==> src/shared/frs_pkg.sv <==
// Package for the field reversal sequencer: register map, fields, timing
// -----------------------------------------------------------------------
// What this block does
// - Sequence reversing contactors to invert field polarity
// - Wait low field current, delay one, open contactor
// - Delay two, then close opposite contactor
// - Delay three, then enable field firing pulses
// - Field above setpoint fraction, delay four, armature enable
// - Four delays programmable 0.0 to 10.0 s, 0.1 s steps
// -----------------------------------------------------------------------
package frs_pkg;
  // Bus
  localparam int unsigned frs_addr_w = 8;
  localparam logic [7:0] frs_ctrl_off = 8'h00;
  localparam logic [7:0] frs_status_off = 8'h04;
  localparam logic [7:0] frs_delay0_off = 8'h08;
  localparam logic [7:0] frs_delay1_off = 8'h0C;
  localparam logic [7:0] frs_delay2_off = 8'h10;
  localparam logic [7:0] frs_delay3_off = 8'h14;
  localparam logic [7:0] frs_imin_off = 8'h18;
  localparam logic [7:0] frs_ithr_pct_off = 8'h1C;
  // Control fields
  localparam int unsigned frs_ctrl_req_bit = 0;
  localparam int unsigned frs_ctrl_dir_bit = 1;
  // Status fields
  localparam int unsigned frs_stat_dir_bit = 0;
  localparam int unsigned frs_stat_busy_bit = 1;
  localparam int unsigned frs_stat_fwd_bit = 2;
  localparam int unsigned frs_stat_rev_bit = 3;
  localparam int unsigned frs_stat_fpe_bit = 4;
  localparam int unsigned frs_stat_arm_bit = 5;
  localparam int unsigned frs_stat_state_lsb = 8;
  // Widths
  localparam int unsigned frs_delay_w = 7;
  localparam int unsigned frs_cur_w = 16;
  localparam int unsigned frs_pct_w = 8;
  // Delay limits and defaults in 0.1 s steps, then current and percent defaults
  localparam logic [6:0] frs_delay_max = 7'd100;
  localparam logic [6:0] frs_delay0_rst = 7'd30;
  localparam logic [6:0] frs_delay1_rst = 7'd2;
  localparam logic [6:0] frs_delay2_rst = 7'd1;
  localparam logic [6:0] frs_delay3_rst = 7'd30;
  localparam logic [15:0] frs_imin_rst = 16'h0000;
  localparam logic [7:0] frs_ithr_pct_rst = 8'h00;
  localparam int unsigned frs_pct_full = 100;
  // Timebase
  localparam int unsigned frs_clk_hz = 20_000_000;
  localparam int unsigned frs_tick_ms = 100;
  localparam int unsigned frs_tick_cycles = frs_clk_hz / 1000 * frs_tick_ms;
  typedef enum logic [2:0] {
    frs_idle, frs_wait_low, frs_delay_open, frs_delay_close, frs_delay_fire,
    frs_wait_build, frs_delay_arm, frs_running
  } frs_state_type;
endpackage : frs_pkg

==> src/verilog/frs_tick.sv <==
// Tenth-second timebase for the field reversal sequencer
`timescale 1ns/10ps
`default_nettype none
module frs_tick #(
  parameter int unsigned tick_cycles = frs_pkg::frs_tick_cycles
) (
  input wire logic mclk_i,
  input wire logic rst_i,
  input wire logic ce_i,
  output logic tick_o
);
  localparam logic [21:0] last_count = 22'(tick_cycles - 1);
  logic [21:0] count_reg;
  logic wrap;
  assign wrap = (count_reg == last_count);
  always_ff @(posedge mclk_i) begin
    if (rst_i) begin
      count_reg <= '0;
      tick_o <= 1'b0;
    end else if (ce_i) begin
      count_reg <= wrap ? '0 : count_reg + 22'd1;
      tick_o <= wrap;
    end
  end
endmodule : frs_tick
`default_nettype wire

==> src/verilog/frs_sequencer.sv <==
// Field reversal sequencer with APB register slave
`timescale 1ns/10ps
`default_nettype none
module frs_sequencer #(
  parameter int unsigned tick_cycles = frs_pkg::frs_tick_cycles
) (
  input wire logic mclk_i,
  input wire logic rst_i,
  input wire logic ce_i,
  input wire logic psel_i,
  input wire logic penable_i,
  input wire logic pwrite_i,
  input wire logic [frs_pkg::frs_addr_w-1:0] paddr_i,
  input wire logic [31:0] pwdata_i,
  output logic [31:0] prdata_o,
  output logic pready_o,
  output logic pslverr_o,
  input wire logic [frs_pkg::frs_cur_w-1:0] field_current_actual_i,
  input wire logic [frs_pkg::frs_cur_w-1:0] field_current_setpoint_i,
  output logic contactor_fwd_o,
  output logic contactor_rev_o,
  output logic field_pulse_enable_o,
  output logic armature_enable_o
);
  import frs_pkg::*;

  // -----------------------------------------------------------
  // Register bus
  // -----------------------------------------------------------
  logic [frs_delay_w-1:0] field_reversal_delay_set_reg [4];
  logic [frs_cur_w-1:0] field_current_minimum_reg;
  logic [frs_pct_w-1:0] field_buildup_threshold_pct_reg;
  logic dir_target_reg;
  logic req_reg;
  frs_state_type state_reg;
  logic dir_reg;
  logic [frs_delay_w-1:0] delay_count_reg;
  logic tick;

  wire access = psel_i && penable_i && !pready_o;
  wire wr = access && pwrite_i;
  wire [5:0] word_idx = paddr_i[7:2];
  wire aligned = (paddr_i[1:0] == 2'b00);
  wire hit_ctrl = aligned && (paddr_i == frs_ctrl_off);
  wire hit_status = aligned && (paddr_i == frs_status_off);
  wire hit_delay = aligned && (paddr_i >= frs_delay0_off) && (paddr_i <= frs_delay3_off);
  wire hit_imin = aligned && (paddr_i == frs_imin_off);
  wire hit_pct = aligned && (paddr_i == frs_ithr_pct_off);
  wire mapped = hit_ctrl || hit_status || hit_delay || hit_imin || hit_pct;
  wire [1:0] delay_sel = 2'(word_idx - 6'(frs_delay0_off >> 2));
  // Out-of-range delays clamp so no single delay can run past 10 s
  wire [frs_delay_w-1:0] delay_wr =
    (pwdata_i > 32'(frs_delay_max)) ? frs_delay_max : pwdata_i[6:0];
  wire start_req = wr && hit_ctrl && pwdata_i[frs_ctrl_req_bit];
  wire busy = (state_reg != frs_idle) && (state_reg != frs_running);

  // -----------------------------------------------------------
  // Read data
  // -----------------------------------------------------------
  wire [31:0] status_word = {16'h0000, 5'b0_0000, 3'(state_reg), 2'b00,
    armature_enable_o, field_pulse_enable_o, contactor_rev_o, contactor_fwd_o,
    busy, dir_reg};
  wire [31:0] rd_data =
    hit_ctrl ? {30'h0000_0000, dir_target_reg, req_reg} :
    hit_status ? status_word :
    hit_delay ? {25'h000_0000, field_reversal_delay_set_reg[delay_sel]} :
    hit_imin ? {16'h0000, field_current_minimum_reg} :
    hit_pct ? {24'h00_0000, field_buildup_threshold_pct_reg} : 32'h0000_0000;

  // -----------------------------------------------------------
  // Bus answer
  // -----------------------------------------------------------
  always_ff @(posedge mclk_i) begin
    if (rst_i) begin
      pready_o <= 1'b0;
      pslverr_o <= 1'b0;
      prdata_o <= 32'h0000_0000;
    end else if (ce_i) begin
      pready_o <= access;
      pslverr_o <= access && !mapped;
      if (access && !pwrite_i) begin
        prdata_o <= rd_data;
      end
    end
  end

  // -----------------------------------------------------------
  // Register writes
  // -----------------------------------------------------------
  localparam logic [frs_delay_w-1:0] delay_rst [4] =
    '{frs_delay0_rst, frs_delay1_rst, frs_delay2_rst, frs_delay3_rst};
  for (genvar i = 0; i < 4; i++) begin : g_delay
    always_ff @(posedge mclk_i) begin
      if (rst_i) begin
        field_reversal_delay_set_reg[i] <= delay_rst[i];
      end else if (ce_i && wr && hit_delay && delay_sel == 2'(i)) begin
        field_reversal_delay_set_reg[i] <= delay_wr;
      end
    end
  end

  always_ff @(posedge mclk_i) begin
    if (rst_i) begin
      field_current_minimum_reg <= frs_imin_rst;
      field_buildup_threshold_pct_reg <= frs_ithr_pct_rst;
      dir_target_reg <= 1'b0;
    end else if (ce_i && wr) begin
      if (hit_imin) begin
        field_current_minimum_reg <= pwdata_i[15:0];
      end
      if (hit_pct) begin
        field_buildup_threshold_pct_reg <= pwdata_i[7:0];
      end
      if (hit_ctrl) begin
        dir_target_reg <= pwdata_i[frs_ctrl_dir_bit];
      end
    end
  end

  // -----------------------------------------------------------
  // Timebase
  // -----------------------------------------------------------
  frs_tick #(
    .tick_cycles(tick_cycles)
  ) u_tick (
    .mclk_i(mclk_i),
    .rst_i(rst_i),
    .ce_i(ce_i),
    .tick_o(tick)
  );

  // -----------------------------------------------------------
  // Sequencer
  // -----------------------------------------------------------
  // Threshold compare kept in integer form: actual*100 > setpoint*pct
  wire [23:0] act_scaled = 24'(field_current_actual_i) * 24'(frs_pct_full);
  wire [23:0] set_scaled = 24'(field_current_setpoint_i) * 24'(field_buildup_threshold_pct_reg);
  wire field_low = field_current_actual_i < field_current_minimum_reg;
  wire field_built = act_scaled > set_scaled;
  wire delay_done = (delay_count_reg == '0);
  wire [frs_delay_w-1:0] delay_dec = tick ? delay_count_reg - 7'd1 : delay_count_reg;

  // -----------------------------------------------------------
  // State machine
  // -----------------------------------------------------------
  always_ff @(posedge mclk_i) begin
    if (rst_i) begin
      state_reg <= frs_idle;
      dir_reg <= 1'b0;
      req_reg <= 1'b0;
      delay_count_reg <= '0;
      contactor_fwd_o <= 1'b0;
      contactor_rev_o <= 1'b0;
      field_pulse_enable_o <= 1'b0;
      armature_enable_o <= 1'b0;
    end else if (ce_i) begin
      if (start_req) begin
        req_reg <= 1'b1;
      end else if (state_reg == frs_wait_low) begin
        req_reg <= 1'b0;
      end
      unique case (state_reg)
        frs_idle, frs_running: begin
          // A request with no change of direction is ignored
          if (req_reg && dir_target_reg != dir_reg) begin
            state_reg <= frs_wait_low;
            armature_enable_o <= 1'b0;
            field_pulse_enable_o <= 1'b0;
          end else if (!start_req) begin
            // A fresh write in this cycle must not be lost
            req_reg <= 1'b0;
          end
        end
        frs_wait_low: begin
          if (field_low) begin
            delay_count_reg <= field_reversal_delay_set_reg[0];
            state_reg <= frs_delay_open;
          end
        end
        frs_delay_open: begin
          delay_count_reg <= delay_dec;
          if (delay_done) begin
            contactor_fwd_o <= 1'b0;
            contactor_rev_o <= 1'b0;
            delay_count_reg <= field_reversal_delay_set_reg[1];
            state_reg <= frs_delay_close;
          end
        end
        frs_delay_close: begin
          delay_count_reg <= delay_dec;
          if (delay_done) begin
            contactor_fwd_o <= !dir_target_reg;
            contactor_rev_o <= dir_target_reg;
            dir_reg <= dir_target_reg;
            delay_count_reg <= field_reversal_delay_set_reg[2];
            state_reg <= frs_delay_fire;
          end
        end
        frs_delay_fire: begin
          delay_count_reg <= delay_dec;
          if (delay_done) begin
            field_pulse_enable_o <= 1'b1;
            state_reg <= frs_wait_build;
          end
        end
        frs_wait_build: begin
          if (field_built) begin
            delay_count_reg <= field_reversal_delay_set_reg[3];
            state_reg <= frs_delay_arm;
          end
        end
        frs_delay_arm: begin
          delay_count_reg <= delay_dec;
          if (delay_done) begin
            armature_enable_o <= 1'b1;
            state_reg <= frs_running;
          end
        end
      endcase
    end
  end
endmodule : frs_sequencer
`default_nettype wire

==> config.mk <==
export PLATFORM = sky130hd
export DESIGN_NAME = frs_sequencer
export DESIGN_NICKNAME = d
export VERILOG_FILES = /design/src/shared/frs_pkg.sv /design/src/verilog/frs_tick.sv /design/src/verilog/frs_sequencer.sv
export SDC_FILE = /design/constraint.sdc
export NUM_CORES = 1
export LEC_CHECK = 0
export BUFFER_PORTS_ARGS = -buffer_cell sky130_fd_sc_hd__buf_2
export CAP_MARGIN = 20
export CELL_PAD_IN_SITES_DETAIL_PLACEMENT = 2
export CELL_PAD_IN_SITES_GLOBAL_PLACEMENT = 2
export CORE_ASPECT_RATIO = 0.6
export CORE_MARGIN = 1
export CORE_UTILIZATION = 30
export CTS_BUF_LIST = sky130_fd_sc_hd__clkbuf_4
export DETAILED_ROUTE_END_ITERATION = 16
export PLACE_DENSITY = 0.7
export SYNTH_ARGS = -nofsm -noshare
export SYNTH_HDL_FRONTEND = slang
export SYNTH_SLANG_ARGS = --single-unit
==> constraint.sdc <==
create_clock -name mclk_i -period 6.55 [get_ports mclk_i]
set_input_delay 0 -clock mclk_i [delete_from_list [all_inputs] [get_ports mclk_i]]
set_output_delay 0 -clock mclk_i [all_outputs]
set_load 0.02 [all_outputs]
Yosys cells after proc, flatten, opt, wreduce, memory -nomap -nowiden:

Memory sizes are Yosys's and may differ from the RTL's.
Cells that the tools add are included.

* register bits after elaboration: 98
* memory bits (writable): 28
* logic and storage cells: 158
* memories kept: 1

Memory list
* field_reversal_delay_set_reg: depth 4, bits a word 7, rd ports 5, clocked after Yosys merged registers in 0, write ports 4, line frs_sequencer.sv:30 `logic [frs_delay_w-1:0] field_reversal_delay_set_reg [4];`

* add/subtract/negate cells: 3
* $mul: 2
* order comparisons: 5
* equal/unequal tests: 23
* mux-type cells: 53
* bitwise operators: 4
* reductions and logical operators: 51

Operator list (number)
* two-way mux 7 bit: 10
* two-way mux 16 bit: 4
* one-hot mux 7 bit (5 select lines): 1
* > comparator 32 x 7 -> 1 bit, second input constant: 1
* > comparator 23 x 24 -> 1 bit: 1
* multiplier 16 x 8 -> 24 bit: 1
* two-way mux 1 bit: 24
* adder 22 x 1 -> 22 bit, second input constant: 1
* == test 22 x 21 -> 1 bit, second input constant: 1
* two-way mux 22 bit: 1
* logical AND 1 bit: 21
* multiplier 16 x 5 -> 21 bit, second input constant: 1
* two-way mux 3 bit: 7
* one-hot mux 3 bit (7 select lines): 1
* == test 8 x 5 -> 1 bit, second input constant: 2
* less-than comparator 16 bit: 1
* AND reduction 4 bit: 4
* inequality test 2 bit, second input constant: 7
* == test 3 bit, second input constant: 4
* == test 8 x 3 -> 1 bit, second input constant: 1
* greater-or-equal comparator 8 x 4 -> 1 bit, second input constant: 1
* <= comparator 8 x 5 -> 1 bit, second input constant: 1
* logical NOT 8 bit: 1
* two-way mux 8 bit: 1
* 22 further kinds: 43

Longest topological paths before layout:

Gate-level depths: netlist of the first run.

* depth in word-level cells: 10
* gate-level depth with buffers: 28

Hierarchy:

From an unflattened synthesis of the first run, not the netlist that was laid out.

* cell total of the unflattened synthesis: 1388
* area, all modules: 11937.7 um^2

By module, submodules not included
* frs_sequencer: times used 1, cells an instance 1257, area each 10804.1 um^2, seq. area each 2021.9 um^2
* frs_tick: times used 1, cells an instance 131, area each 1133.6 um^2, seq. area each 460.4 um^2

Least setup slack after synthesis of the first run:

OpenSTA, ideal clock, no wires.

* path kind: register to register
* from: register field_buildup_threshold_pct_reg[7]
* to: register delay_count_reg[1]
* setup time: 0.121 ns
* arrival time: 6.559 ns
* data required time: 6.429 ns
* slack: -0.130 ns
* cell stages (with the launch flop): 26
* path through: dfxtp_1 > clkbuf_1 > and2_1 > fa_1 > fa_1 > fa_1 > inv_1 > fa_1 > inv_1 > ha_1 > a21oi_1 > o211a_4 > nor3_4 > or3_1 > a21o_1 > a21oi_1 > xnor2_1 > ha_1 > nand3_1 > nor4_1 > a22oi_1 > a31oi_1 > inv_1 > or3_1 > buf_6 > mux2_4

* cells in the longest elaborated chain, start to end: 4

Ends and longest elaborated chain
* from (decl): line frs_sequencer.sv:32 `logic [frs_pct_w-1:0] field_buildup_threshold_pct_reg;`
* from (signal assigned): line frs_sequencer.sv:105 `field_buildup_threshold_pct_reg <= frs_ithr_pct_rst;`
* from (signal assigned): line frs_sequencer.sv:112 `field_buildup_threshold_pct_reg <= pwdata_i[7:0];`
* multiplier 16 x 8 -> 24 bit: line frs_sequencer.sv:137 `wire [23:0] set_scaled = 24'(field_current_setpoint_i) * 24'(field_buildup_threshold_pct_reg);`
* > comparator 23 x 24 -> 1 bit: line frs_sequencer.sv:139 `wire field_built = act_scaled > set_scaled;`
* inequality test 2 bit (no line)
* AND reduction 4 bit (no line)
* to (signal assigned): line frs_sequencer.sv:176 `delay_count_reg <= field_reversal_delay_set_reg[0];`
* to (signal assigned): line frs_sequencer.sv:181 `delay_count_reg <= delay_dec;`
* to (signal assigned): line frs_sequencer.sv:185 `delay_count_reg <= field_reversal_delay_set_reg[1];`
* to (decl): line frs_sequencer.sv:37 `logic [frs_delay_w-1:0] delay_count_reg;`

Every way passes these cells.
A chain may end at the register's enable or synchronous reset.

Worst setup path after layout of the first run:

* from: register field_buildup_threshold_pct_reg[4]
* to: register delay_count_reg[2]

Same word-level chain as after synthesis.

==> impl_metrics.tcl, run 1 <==
set metrics [dict create \
    yosys-top-cells-area "fa_1 (16%), ha_1 (14%), dfxtp_1 (14%), edfxtp_1 (7.0%), inv_1 (6.0%)" \
    p_switching_uw 687.1 \
    p_leak_nw 6.542 \
    remaining_drc_errors 2 \
    ir_drop_mv 0.07043 \
    synthesis.area_um2 12070 \
    hp-class "input pin to flop" \
    die-area_um2 41050 \
    max_slew_margin_pct 23.75 \
    ys.flop_type "dfxtp_1" \
    start_util_pct 30.64 \
    synth-async-reset-ratio_pct 0 \
    design_area_um2 14780 \
    crit_type "flop to flop" \
    finalHoldViolCount 0 \
    grt_pass1_wl_mm 69.82 \
    postSynthAreaPerCell_um2 8.649 \
    numCtsBuffers 9 \
    io_pins 116 \
    place_inst 2045 \
    routed_wl_mm 46.10 \
    yosysSeqAreaShare_pct 20.57 \
    synth_top_area_share_pct 15.76 \
    fillers 4411 \
    multi_input_area_um2 9119 \
    cap_viol_max_count 0 \
    largest_register_ffs 28 \
    fp.dieW_um 260.9 \
    internal-power_mw 1.101 \
    violations "design-rule violations" \
    final_cell_mix "inv_1 (177), nor2_1 (135), ha_1 (122)" \
    grtUsageTotal_pct 22.49 \
    power_density_nw_per_um2 120.9 \
    synth_cell_types 80 \
    place_area_um2 13520 \
    synth_edf_count 28 \
    portBuffers 99 \
    die_y_um 157.3 \
    setup_viol 0 \
    dr_total_vias 10870 \
    grt_antenna_before_repair 0 \
    final_common_cell "inv_1" \
    clkLatencyLatePin_ns 0.55 \
    rows 56 \
    worstPathRequired_ns 7.03 \
    dr.pass1.iters 11 \
    skew_ns 0.02134 \
    period_minus_slack_ns 6.549 \
    cp.arrival_ns 7.02 \
    diodes 0 \
    crit_path_end_kind "flop" \
    clkTransAtPathRegs_ns 0.20 \
    p_sw_share_pct 38.43 \
    grt-ovfl-total 0 \
    ant_nets 0 \
    status "complete, but fails checks" \
    core_um2 39380 \
    cp-start-kind "flop" \
    fmax_mhz 152.7 \
    ctsHtreeMaxLevel 3 \
    rsz0062_at_grt "true" \
    area.growth.synth_to_final_pct 22.53 \
    ys_warn_count 0 \
    crit_fanout 8 \
    clkPwrFrac_pct 21.9 \
    seq_area_um2 2500 \
    tightest_slew_ns 1.128 \
    drv_slew 0 \
    layout.nets 1897 \
    p_seq_share_pct 39.7 \
    dp_hpwl_mm 36.71 \
    wl_per_cell_um 21.79 \
    p_comb_share_pct 38.4 \
    cts.sinks 110 \
    finalCritPeriodShare_pct 99.99 \
    post_route_cells_drive_above_1_share_pct 21.64 \
    grt_max_degree 46 \
    fin_cells 2116 \
    ys_ff_latch 110 \
    cts_root_buf "clkbuf_4" \
    drt_iter0_drc 637 \
    clock_path_buffers 2 \
    cts_tree "built" \
    via_per_inst 5.137 \
    syn_inst 1395 \
    yosys.area.top_type "fa_1" \
    grt_pass1_vias 11800 \
    place_congestion 0.8386 \
]
==> stage by stage <==
step | utilization [%] | total power, mW | setup TNS [ns] | hold WS, ns | worst slack, ns
floorplan | - | 1.125 | 0 | 0.1395 | 0.02227
global placement | 34.34 | 1.316 | -0.9229 | 0.2624 | -0.1778
detailed placement | 34.34 | 1.360 | -3.709 | 0.2890 | -0.4792
CTS | 36.31 | 1.784 | 0 | 0.01541 | 0.0007589
global route | 37.54 | 1.901 | -0.9879 | 0.1330 | -0.1450
finish | 37.54 | 1.788 | 0 | 0.1003 | 0.0007772
==> timing repair <==
item,CTS,global route
pin swaps,43,82
gates cloned,0,1
hold buffers,35,0
setup endpoints to repair,11,11
gates resized for setup,42,89
hold endpoints to repair,77,0
setup buffers,9,10
==> worst paths after layout <==
path	start	to	slack, ns	cells after the start
max	field_buildup_threshold_pct_reg[4]$_SDFFE_PP0P_	delay_count_reg[2]$_SDFFE_PP0P_	0.0008	24
min	paddr_i[0]	pslverr_o$_SDFFE_PP0P_	0.10	6
max reg2reg	field_buildup_threshold_pct_reg[4]$_SDFFE_PP0P_	delay_count_reg[2]$_SDFFE_PP0P_	0.0008	24
min reg2reg	prdata_o[13]$_SDFFE_PP0P_	prdata_o[13]$_SDFFE_PP0P_	0.47	2
==> synth_stat cells, types with 31 or more instances <==
master    count
clkbuf_1     32
a21oi_1      65
nand2_1      98
inv_1       192
dfxtp_1      82
ha_1        135
fa_1         95
nor2_1      138
nor3_1       31
and2_1      101
mux2i_1      32
==> critical path: stages, from the launching register on <==
cell,delay [ns]
dfxtp_4,0.40
buf_12,0.14
and2_4,0.14
fa_1,0.58
fa_1,0.47
fa_1,0.59
inv_2,0.05
fa_2,0.60
inv_2,0.07
ha_4,0.22
buf_6,0.12
and3_1,0.16
and3_4,0.20
buf_6,0.12
o21ba_4,0.22
nor2_1,0.18
xor2_1,0.12
ha_1,0.32
nand4_1,0.21
nor4_4,0.34
a22oi_2,0.10
a31oi_2,0.27
inv_2,0.07
or3_4,0.46
mux2_4,0.32
==> per-layer routing <==
metal | vias to the layer above | share of wire (%) | track usage (%)
met3 | 28 | 4.3 | 3.027
met5 | - | 0 | 0
li1 | 5059 | - | -
met2 | 218 | 44 | 34.07
met1 | 5564 | 50 | 33.94
met4 | 0 | 1.1 | 3.704
==> power groups by stage <==
stage | logic [mW] | registers, mW | clock network, mW
6_report | 0.687 | 0.709 | 0.392
5_1_grt | 0.770 | 0.711 | 0.421
4_1_cts | 0.672 | 0.710 | 0.402
3_5_place_dp | 0.634 | 0.725 | 0
3_3_place_gp | 0.592 | 0.725 | 0
2_1_floorplan | 0.400 | 0.726 | 0
==> cell families after synthesis <==
group           after synthesis  synth area share (%)
xor+xnor                     57                 4.138
fa+ha+maj                   230                 29.76
other cells                   1               0.03108
simple gates                503                 21.35
mux                          45                 4.615
buf+inv                     252                 8.659
flops                       110                 20.57
compound gates              197                 10.87
==> final cells by class <==
cell class	instances	area share [%]
multi-input combinational	1048	61.68
clock buffer	10	0.5078
tap	522	4.418
clock inverter	6	0.4570
inverter	192	4.875
timing repair buffer	228	11.15
sequential	110	16.91
(Power assumes the default switching activity.)
==> inputs of run 2 (changes only) <==
--- a/config.mk
+++ b/config.mk
@@ -14,7 +14,8 @@
 export CORE_UTILIZATION = 30
 export CTS_BUF_LIST = sky130_fd_sc_hd__clkbuf_4
 export DETAILED_ROUTE_END_ITERATION = 16
-export PLACE_DENSITY = 0.7
+export PLACE_DENSITY = 0.71
 export SYNTH_ARGS = -nofsm -noshare
 export SYNTH_HDL_FRONTEND = slang
+export SYNTH_HIERARCHICAL = 1
 export SYNTH_SLANG_ARGS = --single-unit
==> impl_metrics.tcl, run 2 <==
set metrics [dict create \
    core_um2 39170 \
    grt_antenna_before_repair 2 \
    grt_pass1_vias 11500 \
    cts.sinks 110 \
    ctsHtreeMaxLevel 3 \
    portBuffers 99 \
    remaining_drc_errors 0 \
    tightest_slew_ns 1.009 \
    r2r_setup_slack_ns 0.25 \
    synth-async-reset-ratio_pct 0 \
    holdWs_ns 0.07484 \
    largest_register_ffs 28 \
    hp-class "input pin to flop" \
    dp_hpwl_mm 34.77 \
    drv_slew 0 \
    io_pins 116 \
    place_area_um2 13180 \
    cp-start-kind "flop" \
    fmax_mhz 158.8 \
    regToRegEndpoint "delay_count_reg[5]$_SDFFE_PP0P_" \
    crit_fanout 7 \
    place_congestion 0.8715 \
    drt_iter0_drc 563 \
    synth_cell_types 77 \
    grt-ovfl-total 0 \
    post_route_cells_drive_above_1_share_pct 15.47 \
    postSynthAreaPerCell_um2 8.601 \
    routed_wl_mm 42.78 \
    yosys-top-cells-count "inv_1 (188), ha_1 (136), nand2_1 (134)" \
    final_cell_mix "inv_1 (187), nand2_1 (132), ha_1 (129)" \
    synth_top_area_share_pct 15.93 \
    yosysMostFrequentCell "inv_1" \
    crit_type "flop to flop" \
    syn_inst 1388 \
    dpl_worst_slack_ns -0.3490 \
    yosys.area.top_type "fa_1" \
    cts_root_buf "clkbuf_4" \
    whs_endpoint "prdata_o[5]$_SDFFE_PP0P_" \
    cap_viol_max_count 0 \
    grt_pass1_wl_mm 67.49 \
    fillers 4449 \
    setup_viol 0 \
    yosys-top-cells-area "fa_1 (16%), ha_1 (14%), dfxtp_1 (14%), edfxtp_1 (7.0%), inv_1 (5.9%)" \
    die-area_um2 40620 \
    layout_setup_ws_ns 0.2532 \
    worstPathRequired_ns 6.96 \
    synthesis.area_um2 11940 \
    r2r-start "field_buildup_threshold_pct_reg[4]$_SDFFE_PP0P_" \
    ant_nets 0 \
    power_density_nw_per_um2 130.9 \
    dr.pass1.iters 8 \
    ys_warn_count 6 \
    final_common_cell "inv_1" \
    layout.nets 1849 \
    max_slew_margin_pct 32.61 \
    period_minus_slack_ns 6.297 \
    fin_cells 2068 \
    fp.dieW_um 259.5 \
    clock_path_buffers 2 \
    grt_max_degree 63 \
    ir_drop_mv 0.09396 \
    met2_usage_pct 33.31 \
    grtUsageTotal_pct 21.58 \
    finalCritPeriodShare_pct 96.13 \
    status "complete, no violations" \
    ys.flop_type "dfxtp_1" \
    clkTransAtPathRegs_ns 0.22 \
    finalHoldViolCount 0 \
    synth_edf_count 28 \
    via_per_inst 5.146 \
    wl_per_cell_um 20.69 \
    cp.arrival_ns 6.71 \
    yosysSeqAreaShare_pct 20.79 \
    crit_path_end_kind "flop" \
    r2r_cells 25 \
    grt-busiest-layer "met2" \
    hold_path_depth 3 \
    clkLatencyLatePin_ns 0.57 \
    grt_use_met3_pct 2.446 \
    area.growth.synth_to_final_pct 17.86 \
    ys_ff_latch 110 \
    min-delay-start "rst_i" \
    cts_tree "built" \
    finalSetupTns_ns 0 \
    numCtsBuffers 9 \
    rows 56 \
    skew_ns 0.03792 \
    die_y_um 156.5 \
    dr_total_vias 10640 \
    design_area_um2 14070 \
    start_util_pct 30.48 \
    p_leak_nw 6.173 \
    gr-usage-met1_pct 32.62 \
    place_inst 2010 \
]
==> run 2: per-stage QoR <==
step           total power [mW]  util, %
3_3_place_gp              1.328    33.63
3_5_place_dp              1.357    33.65
4_1_cts                   1.817    35.06
5_1_grt                   1.964    35.92
2_1_floorplan             1.141        -
6_report                  1.841    35.92
==> run 2: kinds of logic (layout without fill, tap and decap cells) <==
| family | Yosys count | in the layout | share of synthesized area, % |
|---|---|---|---|
| AND/OR/NAND/NOR | 470 | 470 | 20.07 |
| AO/OA/AOI/OAI | 248 | 248 | 13.47 |
| buffers and inverters | 247 | 389 | 8.416 |
| adder cells (fa/ha/maj) | 231 | 231 | 30.19 |
| flip-flops | 110 | 110 | 20.79 |
| XOR/XNOR | 49 | 49 | 3.595 |
| multiplexers | 32 | 32 | 3.438 |
| other | 1 | 17 | 0.03141 |
==> run 2: worst max-delay path: stages (launching register included) <==
cell	delay, ns
dfxtp_4	0.41
buf_4	0.16
and2_1	0.16
fa_2	0.39
fa_1	0.55
inv_1	0.07
fa_2	0.47
fa_1	0.50
inv_1	0.07
ha_4	0.27
o21ai_1	0.08
o211ai_1	0.29
a41oi_2	0.19
buf_4	0.17
buf_4	0.14
o21bai_4	0.13
a21oi_2	0.07
xor2_1	0.15
ha_1	0.31
nand3_2	0.09
or4_4	0.55
o221ai_4	0.21
a41oi_4	0.15
buf_6	0.18
o311ai_2	0.27
o31ai_1	0.11
==> run 2: worst max-delay path by stage <==
stage / startpoint / end / slack, ns / cells after the start
floorplan: field_buildup_threshold_pct_reg[7]$_SDFFE_PP0P_ / delay_count_reg[6]$_SDFFE_PP0P_ / 0.21 / 25
global placement: field_buildup_threshold_pct_reg[4]$_SDFFE_PP0P_ / delay_count_reg[4]$_SDFFE_PP0P_ / -0.06 / 23
detailed placement: field_buildup_threshold_pct_reg[6]$_SDFFE_PP0P_ / delay_count_reg[4]$_SDFFE_PP0P_ / -0.35 / 25
CTS: field_buildup_threshold_pct_reg[4]$_SDFFE_PP0P_ / delay_count_reg[5]$_SDFFE_PP0P_ / 0.007 / 25
global route: field_buildup_threshold_pct_reg[4]$_SDFFE_PP0P_ / delay_count_reg[5]$_SDFFE_PP0P_ / -0.02 / 25
finish: field_buildup_threshold_pct_reg[4]$_SDFFE_PP0P_ / delay_count_reg[5]$_SDFFE_PP0P_ / 0.25 / 25
==> run 2: timing repair <==
item | CTS | global route
resized for setup | 24 | 61
pin swaps | 8 | 48
hold endpoints to repair | 66 | 0
hold buffers | 30 | 0
setup endpoints to repair | 9 | 9
buffers inserted | 2 | 9
==> run 2: layout make-up <==
cell class                 count  area (um^2)  area share (%)
timing repair buffer         183         1244           8.839
clock buffer                   9        67.56          0.4802
clock inverter                 7        86.33          0.6136
inverter                     190        713.2           5.069
multi-input combinational   1046         8798           62.53
tap                          522        653.1           4.642
antenna                        1        2.502         0.01779
sequential                   110         2505           17.80
==> run 2: power by group <==
group          switching (mW)  internal [mW]  leakage (nW)  total (mW)
combinational           0.417          0.303          5.14       0.720
sequential            0.00782          0.703         0.951       0.711
clock                   0.286          0.125        0.0810       0.411
==> run 2: layer usage <==
| layer | vias to the layer above | part of all wire, % | routed length [um] |
|---|---|---|---|
| met5 | - | 0 | 0 |
| met4 | 0 | 0.84 | 359 |
| met3 | 21 | 3.5 | 1509 |
| met2 | 185 | 44 | 18770 |
| met1 | 5458 | 52 | 22140 |
| li1 | 4977 | - | - |
==> inputs of run 3 (changes only) <==
--- a/config.mk
+++ b/config.mk
@@ -14,7 +14,7 @@
 export CORE_UTILIZATION = 30
 export CTS_BUF_LIST = sky130_fd_sc_hd__clkbuf_4
 export DETAILED_ROUTE_END_ITERATION = 16
-export PLACE_DENSITY = 0.71
+export PLACE_DENSITY = 0.68
 export SYNTH_ARGS = -nofsm -noshare
 export SYNTH_HDL_FRONTEND = slang
 export SYNTH_HIERARCHICAL = 1
==> constraint.sdc (replaced) <==
create_clock -name mclk_i -period 7.6 [get_ports mclk_i]
set_input_delay 0 -clock mclk_i [delete_from_list [all_inputs] [get_ports mclk_i]]
set_output_delay 0 -clock mclk_i [all_outputs]
set_load 0.02 [all_outputs]
==> impl_metrics.tcl, run 3 (same netlist as run 2, synthesis figures left out) <==
set metrics [dict create \
    die-area_um2 40620 \
    area.growth.synth_to_final_pct 12.61 \
    io_pins 116 \
    ctsHtreeMaxLevel 3 \
    die_y_um 156.5 \
    fillers 4435 \
    clock_path_buffers 2 \
    crit_type "flop to flop" \
    clkLatencyLatePin_ns 0.57 \
    post_route_cells_drive_above_1_share_pct 10.70 \
    fmax_mhz 139.9 \
    numCtsBuffers 9 \
    r2r_setup_slack_ns 0.45 \
    p_sw_share_pct 37.72 \
    worstPathRequired_ns 8.05 \
    clkPwrFrac_pct 22.8 \
    min-delay-start "pwrite_i" \
    grt_max_degree 63 \
    whs_endpoint "prdata_o[8]$_SDFFE_PP0P_" \
    dp_hpwl_mm 34.41 \
    ant_nets 0 \
    hold_path_depth 5 \
    place_congestion 0.8538 \
    finalHoldViolCount 0 \
    via_per_inst 5.129 \
    p_comb_share_pct 36.4 \
    p_seq_share_pct 40.8 \
    largest_register_ffs 28 \
    layout.nets 1809 \
    cts.sinks 110 \
    rsz0062_at_grt "false" \
    cts_root_buf "clkbuf_4" \
    p_leak_nw 5.964 \
    tightest_slew_ns 0.9798 \
    regToRegEndpoint "delay_count_reg[5]$_SDFFE_PP0P_" \
    setup_viol 0 \
    r2r-start "field_buildup_threshold_pct_reg[3]$_SDFFE_PP0P_" \
    cts_setup_buffers 0 \
    grt_antenna_before_repair 2 \
    drv_slew 0 \
    grt_pass1_vias 11300 \
    hp-class "input pin to flop" \
    skew_ns 0.04328 \
    cp-start-kind "flop" \
    design_area_um2 13440 \
    drt_iter0_drc 518 \
    status "complete, no violations" \
    utilization_pct 34.32 \
    holdWs_ns 0.04454 \
    core_um2 39170 \
    p_switching_uw 567.7 \
    fp.dieW_um 259.5 \
    place_area_um2 12980 \
    start_util_pct 30.48 \
    portBuffers 99 \
    cts_tree "built" \
    r2r_cells 24 \
    dr_total_vias 10410 \
    clkTransAtPathRegs_ns 0.22 \
    grtUsageTotal_pct 21.12 \
    remaining_drc_errors 0 \
    crit_path_end_kind "flop" \
    ir_drop_mv 0.06452 \
    routed_wl_mm 41.58 \
    grt-ovfl-total 0 \
    cp.arrival_ns 7.60 \
    final_cell_mix "inv_1 (188), ha_1 (136), nand2_1 (134)" \
    wl_per_cell_um 20.49 \
    cap_viol_max_count 0 \
    rows 56 \
    period_minus_slack_ns 7.147 \
    power_density_nw_per_um2 112.0 \
    power_mw 1.505 \
    max_slew_margin_pct 34.33 \
    dr.pass1.iters 5 \
    finalSetupTns_ns 0 \
    grt_pass1_wl_mm 65.60 \
    internal-power_uw 937.4 \
    final_common_cell "inv_1" \
    finalCritPeriodShare_pct 94.04 \
    crit_fanout 12 \
]
==> run 3: cell count changes in the layout (fill, tap and decap cells not counted), moves of 4 or more <==
| cell | before | now |
|---|---|---|
| ha_4 | 5 | 0 |
| dfxtp_2 | 0 | 6 |
| o311ai_0 | 0 | 5 |
| o21ai_1 | 10 | 6 |
| a211oi_1 | 8 | 12 |
| ha_1 | 129 | 136 |
| o21ai_0 | 37 | 43 |
| a21oi_2 | 7 | 0 |
| buf_6 | 6 | 0 |
| buf_4 | 46 | 16 |
| dfxtp_4 | 6 | 0 |
| a21oi_1 | 75 | 83 |
==> run 3: worst max-delay path, cell delays in order (launching register included) <==
cell     delay, ns
dfxtp_2       0.53
buf_4         0.21
nand2_1       0.08
fa_1          0.51
fa_1          0.51
inv_1         0.06
fa_1          0.53
inv_1         0.06
fa_1          0.57
inv_1         0.05
ha_1          0.35
o21ai_0       0.20
a21oi_1       0.12
a41oi_2       0.31
o21ai_1       0.17
o41ai_2       0.36
o21ai_1       0.14
a21oi_1       0.19
xor2_1        0.21
ha_1          0.30
and3_1        0.21
a41oi_1       0.44
a41oi_4       0.24
or2_1         0.40
o31ai_1       0.28
==> run 3: area by class of cell <==
class | instances | area (um^2) | share of cell area (%)
multi-input cells | 1046 | 8533 | 63.48
inverters | 190 | 713.2 | 5.305
flip-flops and latches | 110 | 2490 | 18.52
repair buffers | 143 | 895.9 | 6.664
diodes | 2 | 5.005 | 0.03723
clock buffers | 10 | 75.07 | 0.5585
clock inverters | 6 | 77.57 | 0.5771
well taps | 522 | 653.1 | 4.859
==> run 3: worst max path at each step <==
stage                                                                from  slack, ns                               to
after global routing      field_buildup_threshold_pct_reg[3]$_SDFFE_PP0P_       0.03  delay_count_reg[6]$_SDFFE_PP0P_
after CTS                 field_buildup_threshold_pct_reg[6]$_SDFFE_PP0P_       0.12  delay_count_reg[5]$_SDFFE_PP0P_
after global placement    field_buildup_threshold_pct_reg[3]$_SDFFE_PP0P_       0.41  delay_count_reg[4]$_SDFFE_PP0P_
after floorplan           field_buildup_threshold_pct_reg[7]$_SDFFE_PP0P_       1.26  delay_count_reg[6]$_SDFFE_PP0P_
after detailed placement  field_buildup_threshold_pct_reg[3]$_SDFFE_PP0P_     -0.009  delay_count_reg[5]$_SDFFE_PP0P_
final                     field_buildup_threshold_pct_reg[3]$_SDFFE_PP0P_       0.45  delay_count_reg[5]$_SDFFE_PP0P_
==> run 3: per-stage QoR <==
step           setup slack (ns)  instances
2_1_floorplan             1.261       1403
5_1_grt                 0.03195       2029
4_1_cts                  0.1202       2027
3_3_place_gp             0.4074       1983
6_report                 0.4532       2029
3_5_place_dp          -0.009059       1983
==> run 3: repair_timing <==
item | in CTS | in global routing
hold endpoints to repair | 62 | 0
gates resized for setup | 2 | 8
hold buffers | 28 | 0
endpoints found under the setup margin | 7 | 9
==> run 3: power by group through the flow <==
| stage | combinational (mW) | sequential, mW | clock (mW) |
|---|---|---|---|
| 6_report | 0.548 | 0.614 | 0.343 |
| 5_1_grt | 0.623 | 0.615 | 0.376 |
| 3_3_place_gp | 0.515 | 0.626 | 0 |
| 3_5_place_dp | 0.535 | 0.626 | 0 |
| 2_1_floorplan | 0.356 | 0.627 | 0 |
| 4_1_cts | 0.550 | 0.614 | 0.353 |
==> run 3: layer usage <==
metal / up-vias / share of wire, % / wire [um] / track usage (%)
met4: 0 / 1.3 / 557 / 4.118
li1: 4902 / - / - / -
met2: 191 / 41 / 16940 / 30.67
met3: 36 / 3.8 / 1573 / 3.191
met1: 5278 / 54 / 22510 / 32.52
met5: - / 0 / 0 / 0
